<file path="src/common/integrity_pkg.sv">
// Constants for the reset and supply integrity block
package integrity_pkg;
  // Register indices; the bus byte address is four times the index
  localparam logic [7:0] MCC_IDX = 8'h3a;
  localparam logic [7:0] TRIM_IDX = 8'h3b;
  localparam logic [7:0] STATUS_IDX = 8'h3c;
  localparam logic [7:0] THRESH_IDX = 8'h3d;
  localparam logic [7:0] WDG_IDX = 8'h40;
  localparam int ADDR_W = 10;
  // Field positions
  localparam int MCC_SLOW_BIT = 0;
  localparam int MCC_CLKOUT_BIT = 1;
  localparam int ST_IRQEN_BIT = 0;
  localparam int ST_WARN_BIT = 1;
  localparam int ST_LOWRF_BIT = 2;
  localparam int ST_WDGRF_BIT = 4;
  localparam int ST_TRIMLO_LSB = 5;
  // Reset values
  localparam logic [7:0] MCC_RESET = 8'h00;
  localparam logic [7:0] TRIM_RESET = 8'hff;
  localparam logic [1:0] TRIMLO_RESET = 2'h3;
  localparam logic [1:0] THRESH_RESET = 2'h0;
  // Timing
  localparam int SLOW_DIV = 32;
  localparam int DELAY_SHORT = 256;
  localparam int DELAY_LONG = 4096;
  localparam int FETCH_CYCLES = 2;
  localparam int WDG_PULSE_NS = 20000;
  localparam int CLK_PERIOD_NS = 100;
  localparam int WDG_PULSE_CYC = (WDG_PULSE_NS + CLK_PERIOD_NS - 1) / CLK_PERIOD_NS;
  // AXI responses
  localparam logic [1:0] RESP_OKAY = 2'h0;
  localparam logic [1:0] RESP_SLVERR = 2'h2;
endpackage

</file>
<file path="src/core/reset_and_supply_integrity.sv">
// Reset merge, supply integrity status and clock control registers
//
// Added by the designer: the placing of the registers and the AXI4-Lite interface to the registers.
`timescale 1ns/1ps
module reset_and_supply_integrity
  import integrity_pkg::*;
#(
  parameter int DELAY_LONG_CYC = DELAY_LONG
)
(
  input wire logic core_clk,
  input wire logic rstn,
  // Reset pin as three signals
  input wire logic reset_pin_in,
  output logic reset_pin_out,
  output logic reset_pin_oe,
  // Analog, option, watchdog and core inputs
  input wire logic supply_low_raw,
  input wire logic warning_raw,
  input wire logic opt_low_detect_en,
  input wire logic [1:0] opt_low_threshold,
  input wire logic opt_short_delay,
  input wire logic watchdog_underflow,
  input wire logic cpu_irq_mask,
  input wire logic wait_mode,
  input wire logic halt_mode,
  input wire logic irq_ack,
  // Outputs to analog and core
  output logic [1:0] low_threshold_sel,
  output logic low_detect_enable,
  output logic [1:0] warning_threshold_select,
  output logic [9:0] osc_trim,
  output logic clock_out_en,
  output logic slow_clk_en,
  output logic core_reset_n,
  output logic cpu_run,
  output logic warn_irq,
  output logic wake_req,
  // AXI4-Lite slave
  input wire logic [ADDR_W-1:0] s_awaddr,
  input wire logic s_awvalid,
  output logic s_awready,
  input wire logic [31:0] s_wdata,
  input wire logic [3:0] s_wstrb,
  input wire logic s_wvalid,
  output logic s_wready,
  output logic [1:0] s_bresp,
  output logic s_bvalid,
  input wire logic s_bready,
  input wire logic [ADDR_W-1:0] s_araddr,
  input wire logic s_arvalid,
  output logic s_arready,
  output logic [31:0] s_rdata,
  output logic [1:0] s_rresp,
  output logic s_rvalid,
  input wire logic s_rready
);

  typedef enum logic [1:0] {ST_HOLD, ST_DELAY, ST_FETCH, ST_RUN} seq_e;

  seq_e seq_q, seq_d;

  // ********************************************
  // Functions
  // ********************************************

  // Map a byte address onto a register index
  function automatic logic [7:0] reg_index(input logic [ADDR_W-1:0] a);
    reg_index = a[ADDR_W-1:2];
  endfunction

  function automatic logic mapped(input logic [7:0] i);
    mapped = (i == MCC_IDX) || (i == TRIM_IDX) || (i == STATUS_IDX) ||
             (i == THRESH_IDX) || (i == WDG_IDX);
  endfunction

  // ********************************************
  // Synchronisers
  // ********************************************

  logic [1:0] pin_s_q, low_s_q, warn_s_q, wdg_s_q;
  logic [1:0] rel_s_q;
  logic warn_prev_q;

  // Two flops on every asynchronous input
  always_ff @(posedge core_clk or negedge rstn)
  begin
    if (!rstn)
    begin
      pin_s_q <= 2'h3;
      low_s_q <= 2'h0;
      warn_s_q <= 2'h0;
      wdg_s_q <= 2'h0;
      warn_prev_q <= 1'b0;
    end
    else
    begin
      pin_s_q <= {pin_s_q[0], reset_pin_in};
      low_s_q <= {low_s_q[0], supply_low_raw};
      warn_s_q <= {warn_s_q[0], warning_raw};
      wdg_s_q <= {wdg_s_q[0], watchdog_underflow};
      warn_prev_q <= warn_s_q[1];
    end
  end

  // ********************************************
  // Reset sources and pin drive
  // ********************************************

  logic supply_low, wdg_rise, wdg_prev_q;
  logic [15:0] pulse_cnt_q, pulse_cnt_d;
  logic pin_low;
  logic async_rst_n;
  logic pin_drive_q;

  assign supply_low = low_s_q[1] & opt_low_detect_en;
  assign low_detect_enable = opt_low_detect_en;
  assign low_threshold_sel = opt_low_threshold;
  assign wdg_rise = wdg_s_q[1] & ~wdg_prev_q;

  always_comb
  begin
    pulse_cnt_d = pulse_cnt_q;
    if (wdg_rise)
      pulse_cnt_d = 16'(WDG_PULSE_CYC);
    else if (pulse_cnt_q != 16'h0)
      pulse_cnt_d = pulse_cnt_q - 16'h1;
  end

  always_ff @(posedge core_clk or negedge rstn)
  begin
    if (!rstn)
    begin
      pulse_cnt_q <= 16'h0;
      wdg_prev_q <= 1'b0;
      pin_drive_q <= 1'b1;
    end
    else
    begin
      pulse_cnt_q <= pulse_cnt_d;
      wdg_prev_q <= wdg_s_q[1];
      pin_drive_q <= reset_pin_oe;
    end
  end

  // open drain: output always low, enable pulls
  assign pin_low = supply_low | (pulse_cnt_q != 16'h0) | (seq_q != ST_RUN);
  assign reset_pin_out = 1'b0;
  assign reset_pin_oe = pin_low;

  // external pin resets without a clock; supply-low holds statically.
  // Own pull masked, plus one cycle after release, or the pin would relatch us
  assign async_rst_n = rstn & (reset_pin_in | reset_pin_oe | pin_drive_q) &
                       ~(supply_low_raw & opt_low_detect_en);

  always_ff @(posedge core_clk or negedge async_rst_n)
  begin
    if (!async_rst_n)
      rel_s_q <= 2'h0;
    else
      rel_s_q <= {rel_s_q[0], 1'b1};
  end

  // ********************************************
  // Reset sequence
  // ********************************************

  logic [12:0] dly_q, dly_d;
  logic [12:0] dly_len;
  logic hold_req;

  // Watchdog pulse also reruns the sequence
  assign hold_req = ~rel_s_q[1] | (pulse_cnt_q != 16'h0) | supply_low;
  // delay length by clock source option
  assign dly_len = opt_short_delay ? 13'(DELAY_SHORT - 1) : 13'(DELAY_LONG_CYC - 1);

  always_comb
  begin
    seq_d = seq_q;
    dly_d = dly_q;
    if (hold_req)
    begin
      seq_d = ST_HOLD;
      dly_d = 13'h0;
    end
    else
    begin
      unique case (seq_q)
        ST_HOLD:
        begin
          seq_d = ST_DELAY;
          dly_d = dly_len;
        end
        ST_DELAY:
        begin
          if (dly_q == 13'h0)
          begin
            seq_d = ST_FETCH;
            dly_d = 13'(FETCH_CYCLES - 1);
          end
          else
            dly_d = dly_q - 13'h1;
        end
        ST_FETCH:
        begin
          if (dly_q == 13'h0)
            seq_d = ST_RUN;
          else
            dly_d = dly_q - 13'h1;
        end
        ST_RUN:
          seq_d = ST_RUN;
      endcase
    end
  end

  always_ff @(posedge core_clk or negedge rstn)
  begin
    if (!rstn)
    begin
      seq_q <= ST_HOLD;
      dly_q <= 13'h0;
    end
    else
    begin
      seq_q <= seq_d;
      dly_q <= dly_d;
    end
  end

  // core drops at once on pin, supply-low or power-on reset, even with the clock stopped
  assign core_reset_n = rel_s_q[1] && ((seq_q == ST_FETCH) || (seq_q == ST_RUN));
  assign cpu_run = rel_s_q[1] && (seq_q == ST_RUN);

  // ********************************************
  // Registers
  // ********************************************

  logic [7:0] mcc_q, mcc_d, trim_q, trim_d;
  logic [1:0] trimlo_q, trimlo_d, thr_q, thr_d;
  logic irqen_q, irqen_d, wdgrf_q, wdgrf_d, lowrf_q, lowrf_d;
  logic warnf_q, warnf_d, pend_q, pend_d;
  logic wr_go, rd_go;
  logic [7:0] wr_idx, rd_idx;
  logic [ADDR_W-1:0] awaddr_q, awaddr_d;
  logic [31:0] wdata_q, wdata_d;
  logic [3:0] wstrb_q, wstrb_d;
  logic aw_have_q, aw_have_d, w_have_q, w_have_d;

  assign wr_go = aw_have_q & w_have_q & ~s_bvalid;
  assign wr_idx = reg_index(awaddr_q);
  assign rd_go = s_arvalid & s_arready;
  assign rd_idx = reg_index(s_araddr);

  // Register state; a hardware set beats a software clear
  always_comb
  begin
    mcc_d = mcc_q;
    trim_d = trim_q;
    trimlo_d = trimlo_q;
    thr_d = thr_q;
    irqen_d = irqen_q;
    wdgrf_d = wdgrf_q;
    lowrf_d = lowrf_q;
    warnf_d = warnf_q;
    pend_d = pend_q;
    if (wr_go && wstrb_q[0])
    begin
      unique case (wr_idx)
        // reserved bits stored as zero regardless
        MCC_IDX: mcc_d = {6'h0, wdata_q[1:0]};
        TRIM_IDX: trim_d = wdata_q[7:0];
        STATUS_IDX:
        begin
          trimlo_d = wdata_q[ST_TRIMLO_LSB +: 2];
          irqen_d = wdata_q[ST_IRQEN_BIT];
          if (!wdata_q[ST_WDGRF_BIT])
            wdgrf_d = 1'b0;
        end
        THRESH_IDX: thr_d = wdata_q[1:0];
        default: ;
      endcase
    end
    // Low-reset flag clears on status read
    if (rd_go && rd_idx == STATUS_IDX)
      lowrf_d = 1'b0;
    if (wdg_rise)
      wdgrf_d = 1'b1;
    if (supply_low)
    begin
      wdgrf_d = 1'b0;
      lowrf_d = 1'b1;
    end
    if (!halt_mode)
      warnf_d = warn_s_q[1];
    if (warn_s_q[1] != warn_prev_q && irqen_q)
      pend_d = 1'b1;
    else if (irq_ack)
      pend_d = 1'b0;
  end

  // Register file flops; reset-cause flags reset only on power-on reset input
  always_ff @(posedge core_clk or negedge rstn)
  begin
    if (!rstn)
    begin
      mcc_q <= MCC_RESET;
      trim_q <= TRIM_RESET;
      trimlo_q <= TRIMLO_RESET;
      thr_q <= THRESH_RESET;
      irqen_q <= 1'b0;
      wdgrf_q <= 1'b0;
      lowrf_q <= 1'b0;
      warnf_q <= 1'b0;
      pend_q <= 1'b0;
    end
    else if (!core_reset_n && !wdg_rise && !supply_low)
    begin
      // Internal reset restores control bits, keeps reset-cause flags
      mcc_q <= MCC_RESET;
      trim_q <= TRIM_RESET;
      trimlo_q <= TRIMLO_RESET;
      thr_q <= THRESH_RESET;
      irqen_q <= 1'b0;
      pend_q <= 1'b0;
      warnf_q <= warnf_d;
    end
    else
    begin
      mcc_q <= mcc_d;
      trim_q <= trim_d;
      trimlo_q <= trimlo_d;
      thr_q <= thr_d;
      irqen_q <= irqen_d;
      wdgrf_q <= wdgrf_d;
      lowrf_q <= lowrf_d;
      warnf_q <= warnf_d;
      pend_q <= pend_d;
    end
  end

  assign clock_out_en = mcc_q[MCC_CLKOUT_BIT];
  assign warning_threshold_select = thr_q;
  // trim word, higher code means slower
  assign osc_trim = {trim_q, trimlo_q};
  assign warn_irq = pend_q & irqen_q & ~cpu_irq_mask;
  assign wake_req = warn_irq & wait_mode & ~halt_mode;

  // ********************************************
  // Slow clock enable divider
  // ********************************************

  logic [4:0] div_q, div_d;

  // one-cycle enable every 32 cycles in slow mode
  always_comb
  begin
    div_d = (div_q == 5'(SLOW_DIV - 1)) ? 5'h0 : div_q + 5'h1;
  end

  always_ff @(posedge core_clk or negedge rstn)
  begin
    if (!rstn)
      div_q <= 5'h0;
    else
      div_q <= div_d;
  end

  assign slow_clk_en = mcc_q[MCC_SLOW_BIT] ? (div_q == 5'h0) : 1'b1;

  // ********************************************
  // AXI4-Lite slave
  // ********************************************

  logic bvalid_d, bvalid_q, rvalid_d, rvalid_q;
  logic [1:0] bresp_d, bresp_q, rresp_d, rresp_q;
  logic [31:0] rdata_d, rdata_q;

  assign s_awready = ~aw_have_q;
  assign s_wready = ~w_have_q;
  assign s_arready = ~rvalid_q;
  assign s_bvalid = bvalid_q;
  assign s_bresp = bresp_q;
  assign s_rvalid = rvalid_q;
  assign s_rresp = rresp_q;
  assign s_rdata = rdata_q;

  // Bus channel state
  always_comb
  begin
    awaddr_d = awaddr_q;
    wdata_d = wdata_q;
    wstrb_d = wstrb_q;
    aw_have_d = aw_have_q;
    w_have_d = w_have_q;
    bvalid_d = bvalid_q;
    bresp_d = bresp_q;
    rvalid_d = rvalid_q;
    rresp_d = rresp_q;
    rdata_d = rdata_q;
    if (s_awvalid && s_awready)
    begin
      awaddr_d = s_awaddr;
      aw_have_d = 1'b1;
    end
    if (s_wvalid && s_wready)
    begin
      wdata_d = s_wdata;
      wstrb_d = s_wstrb;
      w_have_d = 1'b1;
    end
    if (wr_go)
    begin
      aw_have_d = 1'b0;
      w_have_d = 1'b0;
      bvalid_d = 1'b1;
      bresp_d = mapped(wr_idx) ? RESP_OKAY : RESP_SLVERR;
    end
    else if (bvalid_q && s_bready)
      bvalid_d = 1'b0;
    if (rd_go)
    begin
      rvalid_d = 1'b1;
      rresp_d = mapped(rd_idx) ? RESP_OKAY : RESP_SLVERR;
      unique case (rd_idx)
        MCC_IDX: rdata_d = {24'h0, mcc_q};
        TRIM_IDX: rdata_d = {24'h0, trim_q};
        STATUS_IDX: rdata_d = {25'h0, trimlo_q, wdgrf_q, 1'b0, lowrf_q, warnf_q, irqen_q};
        THRESH_IDX: rdata_d = {30'h0, thr_q};
        WDG_IDX: rdata_d = {24'h0, 5'h0, seq_q == ST_RUN, pin_s_q[1], supply_low};
        default: rdata_d = 32'h0;
      endcase
    end
    else if (rvalid_q && s_rready)
      rvalid_d = 1'b0;
  end

  always_ff @(posedge core_clk or negedge rstn)
  begin
    if (!rstn)
    begin
      awaddr_q <= '0;
      wdata_q <= 32'h0;
      wstrb_q <= 4'h0;
      aw_have_q <= 1'b0;
      w_have_q <= 1'b0;
      bvalid_q <= 1'b0;
      bresp_q <= RESP_OKAY;
      rvalid_q <= 1'b0;
      rresp_q <= RESP_OKAY;
      rdata_q <= 32'h0;
    end
    else
    begin
      awaddr_q <= awaddr_d;
      wdata_q <= wdata_d;
      wstrb_q <= wstrb_d;
      aw_have_q <= aw_have_d;
      w_have_q <= w_have_d;
      bvalid_q <= bvalid_d;
      bresp_q <= bresp_d;
      rvalid_q <= rvalid_d;
      rresp_q <= rresp_d;
      rdata_q <= rdata_d;
    end
  end

endmodule

</file>
<file path="config.mk">
export PLATFORM = sky130hd
export DESIGN_NAME = reset_and_supply_integrity
export DESIGN_NICKNAME = d
export VERILOG_FILES = /design/src/common/integrity_pkg.sv /design/src/core/reset_and_supply_integrity.sv
export SDC_FILE = /design/constraint.sdc
export NUM_CORES = 1
export LEC_CHECK = 0
export CORE_MARGIN = 8
export CORE_UTILIZATION = 47
export DETAILED_ROUTE_END_ITERATION = 10
export DONT_BUFFER_PORTS = 1
export SYNTH_ARGS = -nofsm -noshare
export SYNTH_HDL_FRONTEND = slang
export SYNTH_SLANG_ARGS = --single-unit
</file>
<file path="constraint.sdc">
create_clock -name core_clk -period 3.3 [get_ports core_clk]
set_input_delay 0 -clock core_clk [delete_from_list [all_inputs] [get_ports core_clk]]
set_output_delay 0 -clock core_clk [all_outputs]
set_load 0.01 [all_outputs]
</file>
# Word-level counts from Yosys, hierarchy flattened

Cells that the tools add are included.

Register bits: 133
Output and inout bits: 64

Mux-type cells: 49
Reductions and logical operators: 50
Equal/unequal tests: 20
$add $sub $neg: 3
Bitwise gates (word level): 28

Operator list:

| kind                                                                 | count |
|---|---|
| 8-bit by 6-bit == test with 1-bit output, second input constant      | 8 |
| 8-bit two-way mux                                                    | 6 |
| 8-bit case mux with 5 select lines                                   | 1 |
| 13-bit two-way mux                                                   | 3 |
| 13-bit case mux with 3 select lines                                  | 1 |
| 16-bit two-way mux                                                   | 2 |
| 1-bit two-way mux                                                    | 22 |
| 2-bit two-way mux                                                    | 11 |
| 2-bit nonzero test                                                   | 11 |
| 8-bit by 7-bit == test with 1-bit output, second input constant      | 2 |
| 16-bit nonzero test                                                  | 1 |
| 16-bit by 1-bit subtractor with 16-bit output, second input constant | 1 |
| 2-bit AND reduction                                                  | 7 |
| 13-bit logical NOT                                                   | 1 |
| 13-bit by 1-bit subtractor with 13-bit output, second input constant | 1 |
| 1-bit AND                                                            | 12 |
| 12-bit two-way mux                                                   | 1 |
| 3-bit inequality test, second input constant                         | 4 |
| 1-bit logical AND                                                    | 11 |
| 1-bit inverter                                                       | 10 |
| 1-bit logical OR                                                     | 9 |
| 3-bit nonzero test                                                   | 3 |
| 2-bit case mux with 4 select lines                                   | 1 |
| 1-bit OR                                                             | 6 |
| 12 further kinds                                                     | 15 |

# Logic depth before layout (Yosys ltp)

Gate-level depths: netlist (run 1).

Word-level depth: 8
Gate-level depth with buffers: 8

# Least setup slack after synthesis (run 1)

OpenSTA, ideal clock, no wires.

Path type: register to register
Start point: reg dly_q[0]
End point: reg dly_q[3]
Clock period less this slack: 2.131 ns
Data required time: 3.180 ns
Stages on the path, launching flop included: 8
Path slack: 1.169 ns
Arrival time: 2.010 ns
Cell sequence: dfrtp_1 inv_1 ha_1 or4b_1 o41a_1 nand3_1 a21oi_1 a41o_1

Longest elaborated chain between the ends: 4
Elaborated cells between the ends (all ways): 8
Classes of those cells: 1 x add/sub; 1 x eq/ne; 4 x mux; 2 x reduce/logical

Ends and longest elaborated chain:

| item                                                                                       | RTL line                                                             | text |
|---|---|---|
| start, declared                                                                            | reset_and_supply_integrity.sv:168                                    | `logic [12:0] dly_q, dly_d;` |
| start signal, assigned                                                                     | reset_and_supply_integrity.sv:227                                    | `dly_q <= dly_d;` |
| 13-bit by 1-bit subtractor with 13-bit output / 13-bit logical NOT (equally long branches) | n/a                                                                  |  |
| 13-bit two-way mux, on equally long branches                                               | reset_and_supply_integrity.sv:206, reset_and_supply_integrity.sv:196 |  |
| 13-bit case mux with 3 select lines                                                        | reset_and_supply_integrity.sv:188                                    | `unique case (seq_q)` |
| 13-bit two-way mux                                                                         | reset_and_supply_integrity.sv:181                                    | `if (hold_req)` |

Parallel ways exist; a longest one is shown, timed or not. The select of a mux whose other input is x is not followed.
A chain may end at the register's enable or synchronous reset.

# Final worst setup path (run 1)

Start point: reg pulse_cnt_q[6]
End point: reg dly_q[3]

Longest elaborated chain between the ends: 5
Elaborated cells between the ends (all ways): 7
Classes of those cells: 1 x eq/ne; 1 x mux; 2 x bitwise; 3 x reduce/logical

Ends and longest elaborated chain:

| item                                                                         | RTL line                          | text |
|---|---|---|
| start, declared                                                              | reset_and_supply_integrity.sv:111 | `logic [15:0] pulse_cnt_q, pulse_cnt_d;` |
| start signal, assigned                                                       | reset_and_supply_integrity.sv:140 | `pulse_cnt_q <= pulse_cnt_d;` |
| 16-bit nonzero test (*)                                                      | reset_and_supply_integrity.sv:173 | `assign hold_req = ~rel_s_q[1] \| (pulse_cnt_q != 16'h0) \| supply_low;` |
| 1-bit OR (*) (2 in series)                                                   | reset_and_supply_integrity.sv:173 |  |
| 3-bit inequality test (no line) / 4-bit nonzero test (equally long branches) | n/a                               |  |
| 2-bit AND reduction (no line)                                                | n/a                               |  |

Every way passes the cells marked *; elsewhere a longest branch is shown, timed or not.

==> metrics.yaml, run 1 <==
outcome:
  status: "finished, final reports clean"
grt:
  grt_pass1_vias: 3596
  grt_use_total: 0.164
  antenna_found_initial: 0
  grt_pass1_wl_um: 18900
  grt_max_degree: 99
  grt_overflow: 0
floorplanning:
  rows: 38
  core_um2: 10700
  pin_count: 139
  die_y_um: 120
  dieArea_um2: 14400
  start_util: 0.473
  die_x_um: 120
critical_path:
  cp-end-kind: "flip-flop"
  rr_endpoint: "dly_q[3]"
  cp.arrival_ns: 2.92
  criticalPathCategory: "flip-flop to flip-flop"
  critPathLaunchType: "flip-flop"
  path_max_fanout: 15
  reg2reg_depth: 6
  r2r-start: "pulse_cnt_q[6]"
  required_ns: 3.63
  rrSetupSlack_ns: 0.71
placement:
  gp_congestion: 0.879
  portBuffers: 0
  dp.final_hpwl_um: 8100
sta:
  setup_viol: 0
  fin_skew_ns: 0.0145
  fin_hold_ws_ns: 0.0000219
  hold_viol: 0
  maxSlewViolCount: 0
  timing.final.crit_share: 0.785
  setup_tns_ns: 0
  rsz0062_at_grt: "false"
  worst_pin_slew_ns: 1.05
  min_period_ns: 2.59
  max_freq_ghz: 0.386
  slew_headroom: 0.299
synth:
  async_flop_share: 1.00
  synth_adder_area_share: 0.0297
  ys_types: 63
  yosysTopAreaCellShare: 0.425
  synth_edf_count: 0
  synth_top_family_by_area: "simple AND/OR/NAND/NOR gates"
  ys_seq_area_frac: 0.492
  synth-compound-area-share: 0.118
  synthCells: 491
  synth_area_um2: 5060
  synthMuxAreaShare: 0.0717
  yosys.area_share.simple: 0.182
  synth_area_leaders: "dfrtp_1 (43%), dfstp_2 (6.7%), buf_4 (4.6%)"
  avgSynthCellArea_um2: 10.3
  yosys.area.top_type: "dfrtp_1"
  synth_xor_area_frac: 0.0277
  ys_seq_elements: 99
  ys_warn_count: 0
  synth_ff_type: "dfrtp_1"
clock_network:
  cts_sinks: 99
  cts_made_buffers: 9
  cts_max_path_buffers: 2
  cts_root_buffer: "clkbuf_8"
  clock_latency_ns: 0.38
  cts_tree: "yes"
  htree_levels: 3
  clkTransAtPathRegs_ns: 0.10
  cts_resized: 0
min_path:
  holdCritStartpoint: "opt_low_threshold[1]"
  hold_end: "low_threshold_sel[1]"
  worstHoldPathCells: 0
  hold_class: "input pin to output pin"
run:
  cap_violations: 0
drt:
  dr.pass1.iters: 5
  antenna_left: 0
  num_vias: 3720
  drt-initial-drc-count: 280
  wl_um: 11500
  wire_per_inst_um: 17.1
  vias_per_cell: 5.55
  drc_errors: 0
finish:
  area_growth_pct: 11.9
  final_layout_size_suffix_gt1_frac: 0.117
  diodes: 0
  fin_nets: 612
  nFillCells: 982
power_and_ir_drop:
  peakVddDrop_v: 0.000366
  power_density_nw_per_um2: 509
  power.leakage_uw: 0.00243
## where the power goes
| part | total, uW | switching [uW] | internal (uW) |
|---|---|---|---|
| logic | 517 | 254 | 263 |
| clock network | 795 | 421 | 374 |
| registers | 1570 | 180 | 1390 |
## routing by layer
metal  routed length (um)  share of wire  GRT usage  vias up
met5                    0              0          0        -
met4                   77         0.0067     0.0453        0
met3                  860          0.075     0.0662        4
met2                 5630           0.49      0.263       98
met1                 4900           0.43      0.201     1846
li1                     -              -          -     1772
## repair_timing
item / in CTS / in global routing
hold endpoints to repair: 138 / 0
hold buffers: 40 / 0
buffers inserted: 0 / 0
setup endpoints to repair: 0 / 0
## critical path, stage by stage (launching register included)
cell,delay (ns)
dfrtp_1,0.40
or4_1,0.66
nor4_2,0.31
buf_4,0.22
nand3_1,0.49
a21oi_1,0.34
a41o_1,0.12
## sequential cells by signal, summed over array words and instances (netlist names), 5 cells and up
| register | flops |
|---|---|
| awaddr_q | 8 |
| dly_q | 13 |
| s_rdata | 8 |
| div_q | 5 |
| trim_q | 8 |
| wdata_q | 8 |
| pulse_cnt_q | 16 |
## logic make-up (layout without fill, tap and decap cells)
group	count (synthesis)	after routing
xor gates and xnor gates	16	16
and+or+nand+nor	174	174
DFF	99	99
other	2	28
adders and majority gates	12	12
AOI/OAI and AO/OA	86	86
buffers and inverters	68	81
muxes	34	34
## synth_stat cells (2+ instances only)
cell	n
dfrtp_1	86
nor2_1	47
nand2_1	35
buf_4	31
o21ai_0	22
inv_1	21
mux2_2	18
a21oi_1	16
mux2i_1	16
nor3_1	16
nand3_1	14
dfstp_2	13
ha_1	12
clkbuf_1	10
nor4_1	10
or4_1	8
xnor2_1	8
xor2_1	8
a211oi_1	6
a31oi_1	6
nand4_1	5
nor2b_1	5
nor4b_1	5
a22oi_1	4
buf_2	4
nand2b_1	4
o21ai_1	4
o22ai_1	4
a222oi_1	3
and3_1	3
nand3b_1	3
nand4b_1	3
o41ai_1	3
a22o_1	2
a311oi_1	2
and2_1	2
buf_6	2
conb_1	2
o21a_1	2
or2_2	2
or3b_2	2
## cell usage in the layout (no fill, tap or decap), types with 5 or more instances in the layout
master          n
a21oi_1        16
ha_1           12
nor2_1         47
dlygate4sd3_1  39
conb_1         28
mux2_2         18
o21ai_0        22
nor2b_1         5
dfrtp_1        86
mux2i_1        16
dfstp_2        13
or4_1           8
nor4b_1         5
xor2_1          8
nand2_1        35
nor4_1         10
inv_1          21
nand3_1        14
nor3_1         16
xnor2_1         8
nand4_1         5
clkbuf_8       10
a211oi_1        6
a31oi_1         6
## metrics by stage
step	instance area [um^2]	util	instances	setup slack (ns)	total power (uW)
global route	5670	0.530	670	0.499	3060
finish	5670	0.530	670	0.709	2890
floorplan	5160	-	517	1.17	1970
global placement	5050	0.472	614	0.707	2030
detailed placement	5050	0.472	614	0.684	2040
CTS	5670	0.530	670	0.669	2930
## area by class of cell
type / instances / area (um^2) / area share
Tap cell: 140 / 175 / 0.0309
Clock inverter: 4 / 51.3 / 0.00905
Timing Repair Buffer: 44 / 448 / 0.0790
Sequential cell: 99 / 2490 / 0.440
Multi-Input combinational cell: 350 / 2280 / 0.402
Clock buffer: 12 / 145 / 0.0256
Inverter: 21 / 78.8 / 0.0139
## worst max-delay path by stage
stage / to / from / cells after the start / slack, ns
global placement: dly_q[3] / pulse_cnt_q[6] / 6 / 0.71
finish: dly_q[3] / pulse_cnt_q[6] / 6 / 0.71
detailed placement: dly_q[3] / pulse_cnt_q[6] / 6 / 0.68
CTS: dly_q[3] / pulse_cnt_q[6] / 6 / 0.67
global route: dly_q[3] / pulse_cnt_q[6] / 6 / 0.50
floorplan: dly_q[3] / dly_q[0] / 7 / 1.17
No activity file was read; power rests on OpenSTA's default activity.
==> run 2: changes to the inputs <==
==> constraint.sdc (replaced) <==
create_clock -name core_clk -period 2.15 [get_ports core_clk]
set_input_delay 0 -clock core_clk [delete_from_list [all_inputs] [get_ports core_clk]]
set_output_delay 0 -clock core_clk [all_outputs]
set_load 0.01 [all_outputs]
==> metrics.yaml, run 2 (same netlist as run 1, synthesis figures left out) <==
finish:
  mostFrequentLayoutCells: "dfrtp_1 (86), buf_4 (55), nor2_1 (44)"  # was dfrtp_1 (86), nor2_1 (47), dlygate4sd3_1 (39)
  reg_top3: "pulse_cnt_q (16), dly_q (13)"  # unchanged
  area_growth_pct: 22.2  # was 11.9%
  largest_register_ff_count: 16  # unchanged
  instances_no_fill: 723  # was 670
  final_layout_size_suffix_gt1_frac: 0.254  # was 0.117
  top_register: "pulse_cnt_q"  # unchanged
  fin_area_um2: 6190  # was 5670 um^2
  fin_nets: 665  # was 612
  diodes: 0  # unchanged
  layout_commonest_cell: "dfrtp_1"  # unchanged
power_and_ir_drop:
  power.leakage_uw: 0.00272  # was 0.00243 uW
  power_switching_uw: 1340  # was 855 uW
  p_int_uw: 3040  # was 2030 uW
  pwr-share-seq: 0.545  # about the same
  power_density_nw_per_um2: 709  # was 509 nW/um^2
  comb_power_share: 0.203  # was 0.179
  clkPwrFrac: 0.252  # was 0.275
  peakVddDrop_v: 0.000576  # was 0.000366 V
  swShare: 0.306  # was 0.296
run:
  cap_violations: 0  # unchanged
placement:
  dp.final_hpwl_um: 8800  # was 8100 um
  portBuffers: 0  # unchanged
  place_inst: 658  # was 614
  place_area_um2: 5380  # was 5050 um^2
  gp_congestion: 0.891  # was 0.879
clock_network:
  cts_max_path_buffers: 2  # unchanged
  clkTransAtPathRegs_ns: 0.10  # about the same
  cts_made_buffers: 9  # unchanged
  cts_tree: "yes"  # unchanged
  postCtsHoldBufs: 36  # was 40
  clock_latency_ns: 0.39  # was 0.38 ns
  cts_sinks: 99  # unchanged
  cts_root_buffer: "clkbuf_8"  # unchanged
  htree_levels: 3  # unchanged
grt:
  grt_pass1_vias: 4022  # was 3,596
  grt_pass1_wl_um: 20500  # was 18,900 um
  grt_max_degree: 99  # unchanged
  grt_overflow: 0  # unchanged
  grt_use_total: 0.179  # was 0.164
  antenna_found_initial: 0  # unchanged
floorplanning:
  die_y_um: 120  # unchanged
  dieArea_um2: 14400  # unchanged
  rows: 38  # unchanged
  start_util: 0.473  # unchanged
  pin_count: 139  # unchanged
  die_x_um: 120  # unchanged
  core_um2: 10700  # unchanged
outcome:
  status: "finished, violations left"  # was finished, final reports clean
  violations: "hold timing, setup timing"
critical_path:
  cp-end-kind: "output pin"  # was flip-flop
  criticalPathCategory: "flip-flop to output pin"  # was flip-flop to flip-flop
  critPathLaunchType: "flip-flop"  # unchanged
  r2r-start: "dly_q[1]"  # was pulse_cnt_q[6]
  crit_end: "reset_pin_oe"  # was dly_q[3]
  critPathLaunch: "pulse_cnt_q[12]"  # was pulse_cnt_q[6]
  path_max_fanout: 2  # was 15
  rr_endpoint: "dly_q[11]"  # was dly_q[3]
  cp.arrival_ns: 2.30  # was 2.92 ns
  required_ns: 2.15  # was 3.63 ns
  reg2reg_depth: 8  # was 6
  rrSetupSlack_ns: -0.05  # was 0.71 ns
sta:
  min_period_ns: 2.30
  layout_setup_ws_ns: -0.153  # was 0.709 ns
  maxSlewViolCount: 0  # unchanged
  fin_hold_ws_ns: -0.707  # was 0.0000219 ns
  worst_pin_slew_ns: 0.706  # was 1.05 ns
  setup_viol: 8  # was 0
  hold_viol: 98  # was 0
  rsz0062_at_grt: "true"  # was false
  slew_headroom: 0.529  # was 0.299
  timing.final.crit_share: 1.07
  max_freq_ghz: 0.434
  fin_skew_ns: 0.0163  # was 0.0145 ns
drt:
  antenna_left: 0  # unchanged
  vias_per_cell: 5.47  # was 5.55
  dr.pass1.iters: 6  # was 5
  wl_um: 12900  # was 11,500 um
  drc_errors: 0  # unchanged
  wire_per_inst_um: 17.9  # was 17.1 um
  drt-initial-drc-count: 274  # was 280
  num_vias: 3953  # was 3,720
min_path:
  hold_class: "input pin to async pin"  # was input pin to output pin
[run 2: cell types whose count changed in the layout (fill, tap and decap cells not counted), sizes merged]
cell and change:
clkinvlp -1, clkbuf -1, dlygate4sd3 -3, inv +2
buf +56, bufinv -1, clkinv +1
[run 2: how the worst min path moves through the flow]
stage	from	to	slack [ns]	depth (start not counted)
after floorplan	rstn	aw_have_q	-0.30	0
after detailed placement	rstn	s_bresp[1]	-0.29	0
after global routing	rstn	s_bvalid	-0.73	0
after global placement	rstn	w_have_q	-0.29	0
final	rstn	wdata_q[5]	-0.71	0
after CTS	rstn	wdata_q[5]	-0.72	0
[run 2: cell type report]
cell class,instances,area [um^2]
multi-input cells,350,2430
clock buffers,11,131
inverters,21,78.8
fillers,975,4510
repair buffers,97,841
clock inverters,5,36.3
flip-flops and latches,99,2490
well taps,140,175
[run 2: repair_timing]
action,4_1_cts,5_1_grt
pin swaps,6,25
endpoints found under the setup margin,8,15
cloned,0,1
buffers inserted,7,5
hold endpoints to repair,134,98
gates resized for setup,8,43
[run 2: critical path: stages, from the launching register on]
cell,delay (ns)
dfrtp_1,0.41
or4_4,0.54
or2_1,0.25
or3_4,0.35
a21oi_4,0.14
nand2_2,0.09
buf_6,0.14
[run 2: per-stage QoR]
stage | utilization | hold slack, ns | setup TNS [ns] | total power [uW] | setup WS (ns)
2_1_floorplan | - | -0.296 | 0 | 3030 | 0.0194
3_3_place_gp | 0.503 | -0.293 | 0 | 3170 | 0.00581
3_5_place_dp | 0.503 | -0.293 | -0.114 | 3200 | -0.0405
4_1_cts | 0.560 | -0.725 | -0.227 | 4420 | -0.227
5_1_grt | 0.578 | -0.726 | -1.10 | 4640 | -0.219
6_report | 0.578 | -0.707 | -0.288 | 4390 | -0.153
[run 2: metal layers]
metal  GRT usage  wire length (um)
met5           0                 0
met4      0.0578               229
met3      0.0658              1020
met2       0.293              6340
met1       0.214              5350
[run 2: power by group through the flow]
stage	clock, uW	sequential, uW	combinational [uW]
floorplan	0	2360	672
finish	1110	2390	888
global route	1220	2430	990
global placement	0	2410	762
detailed placement	0	2420	783
CTS	1150	2390	885
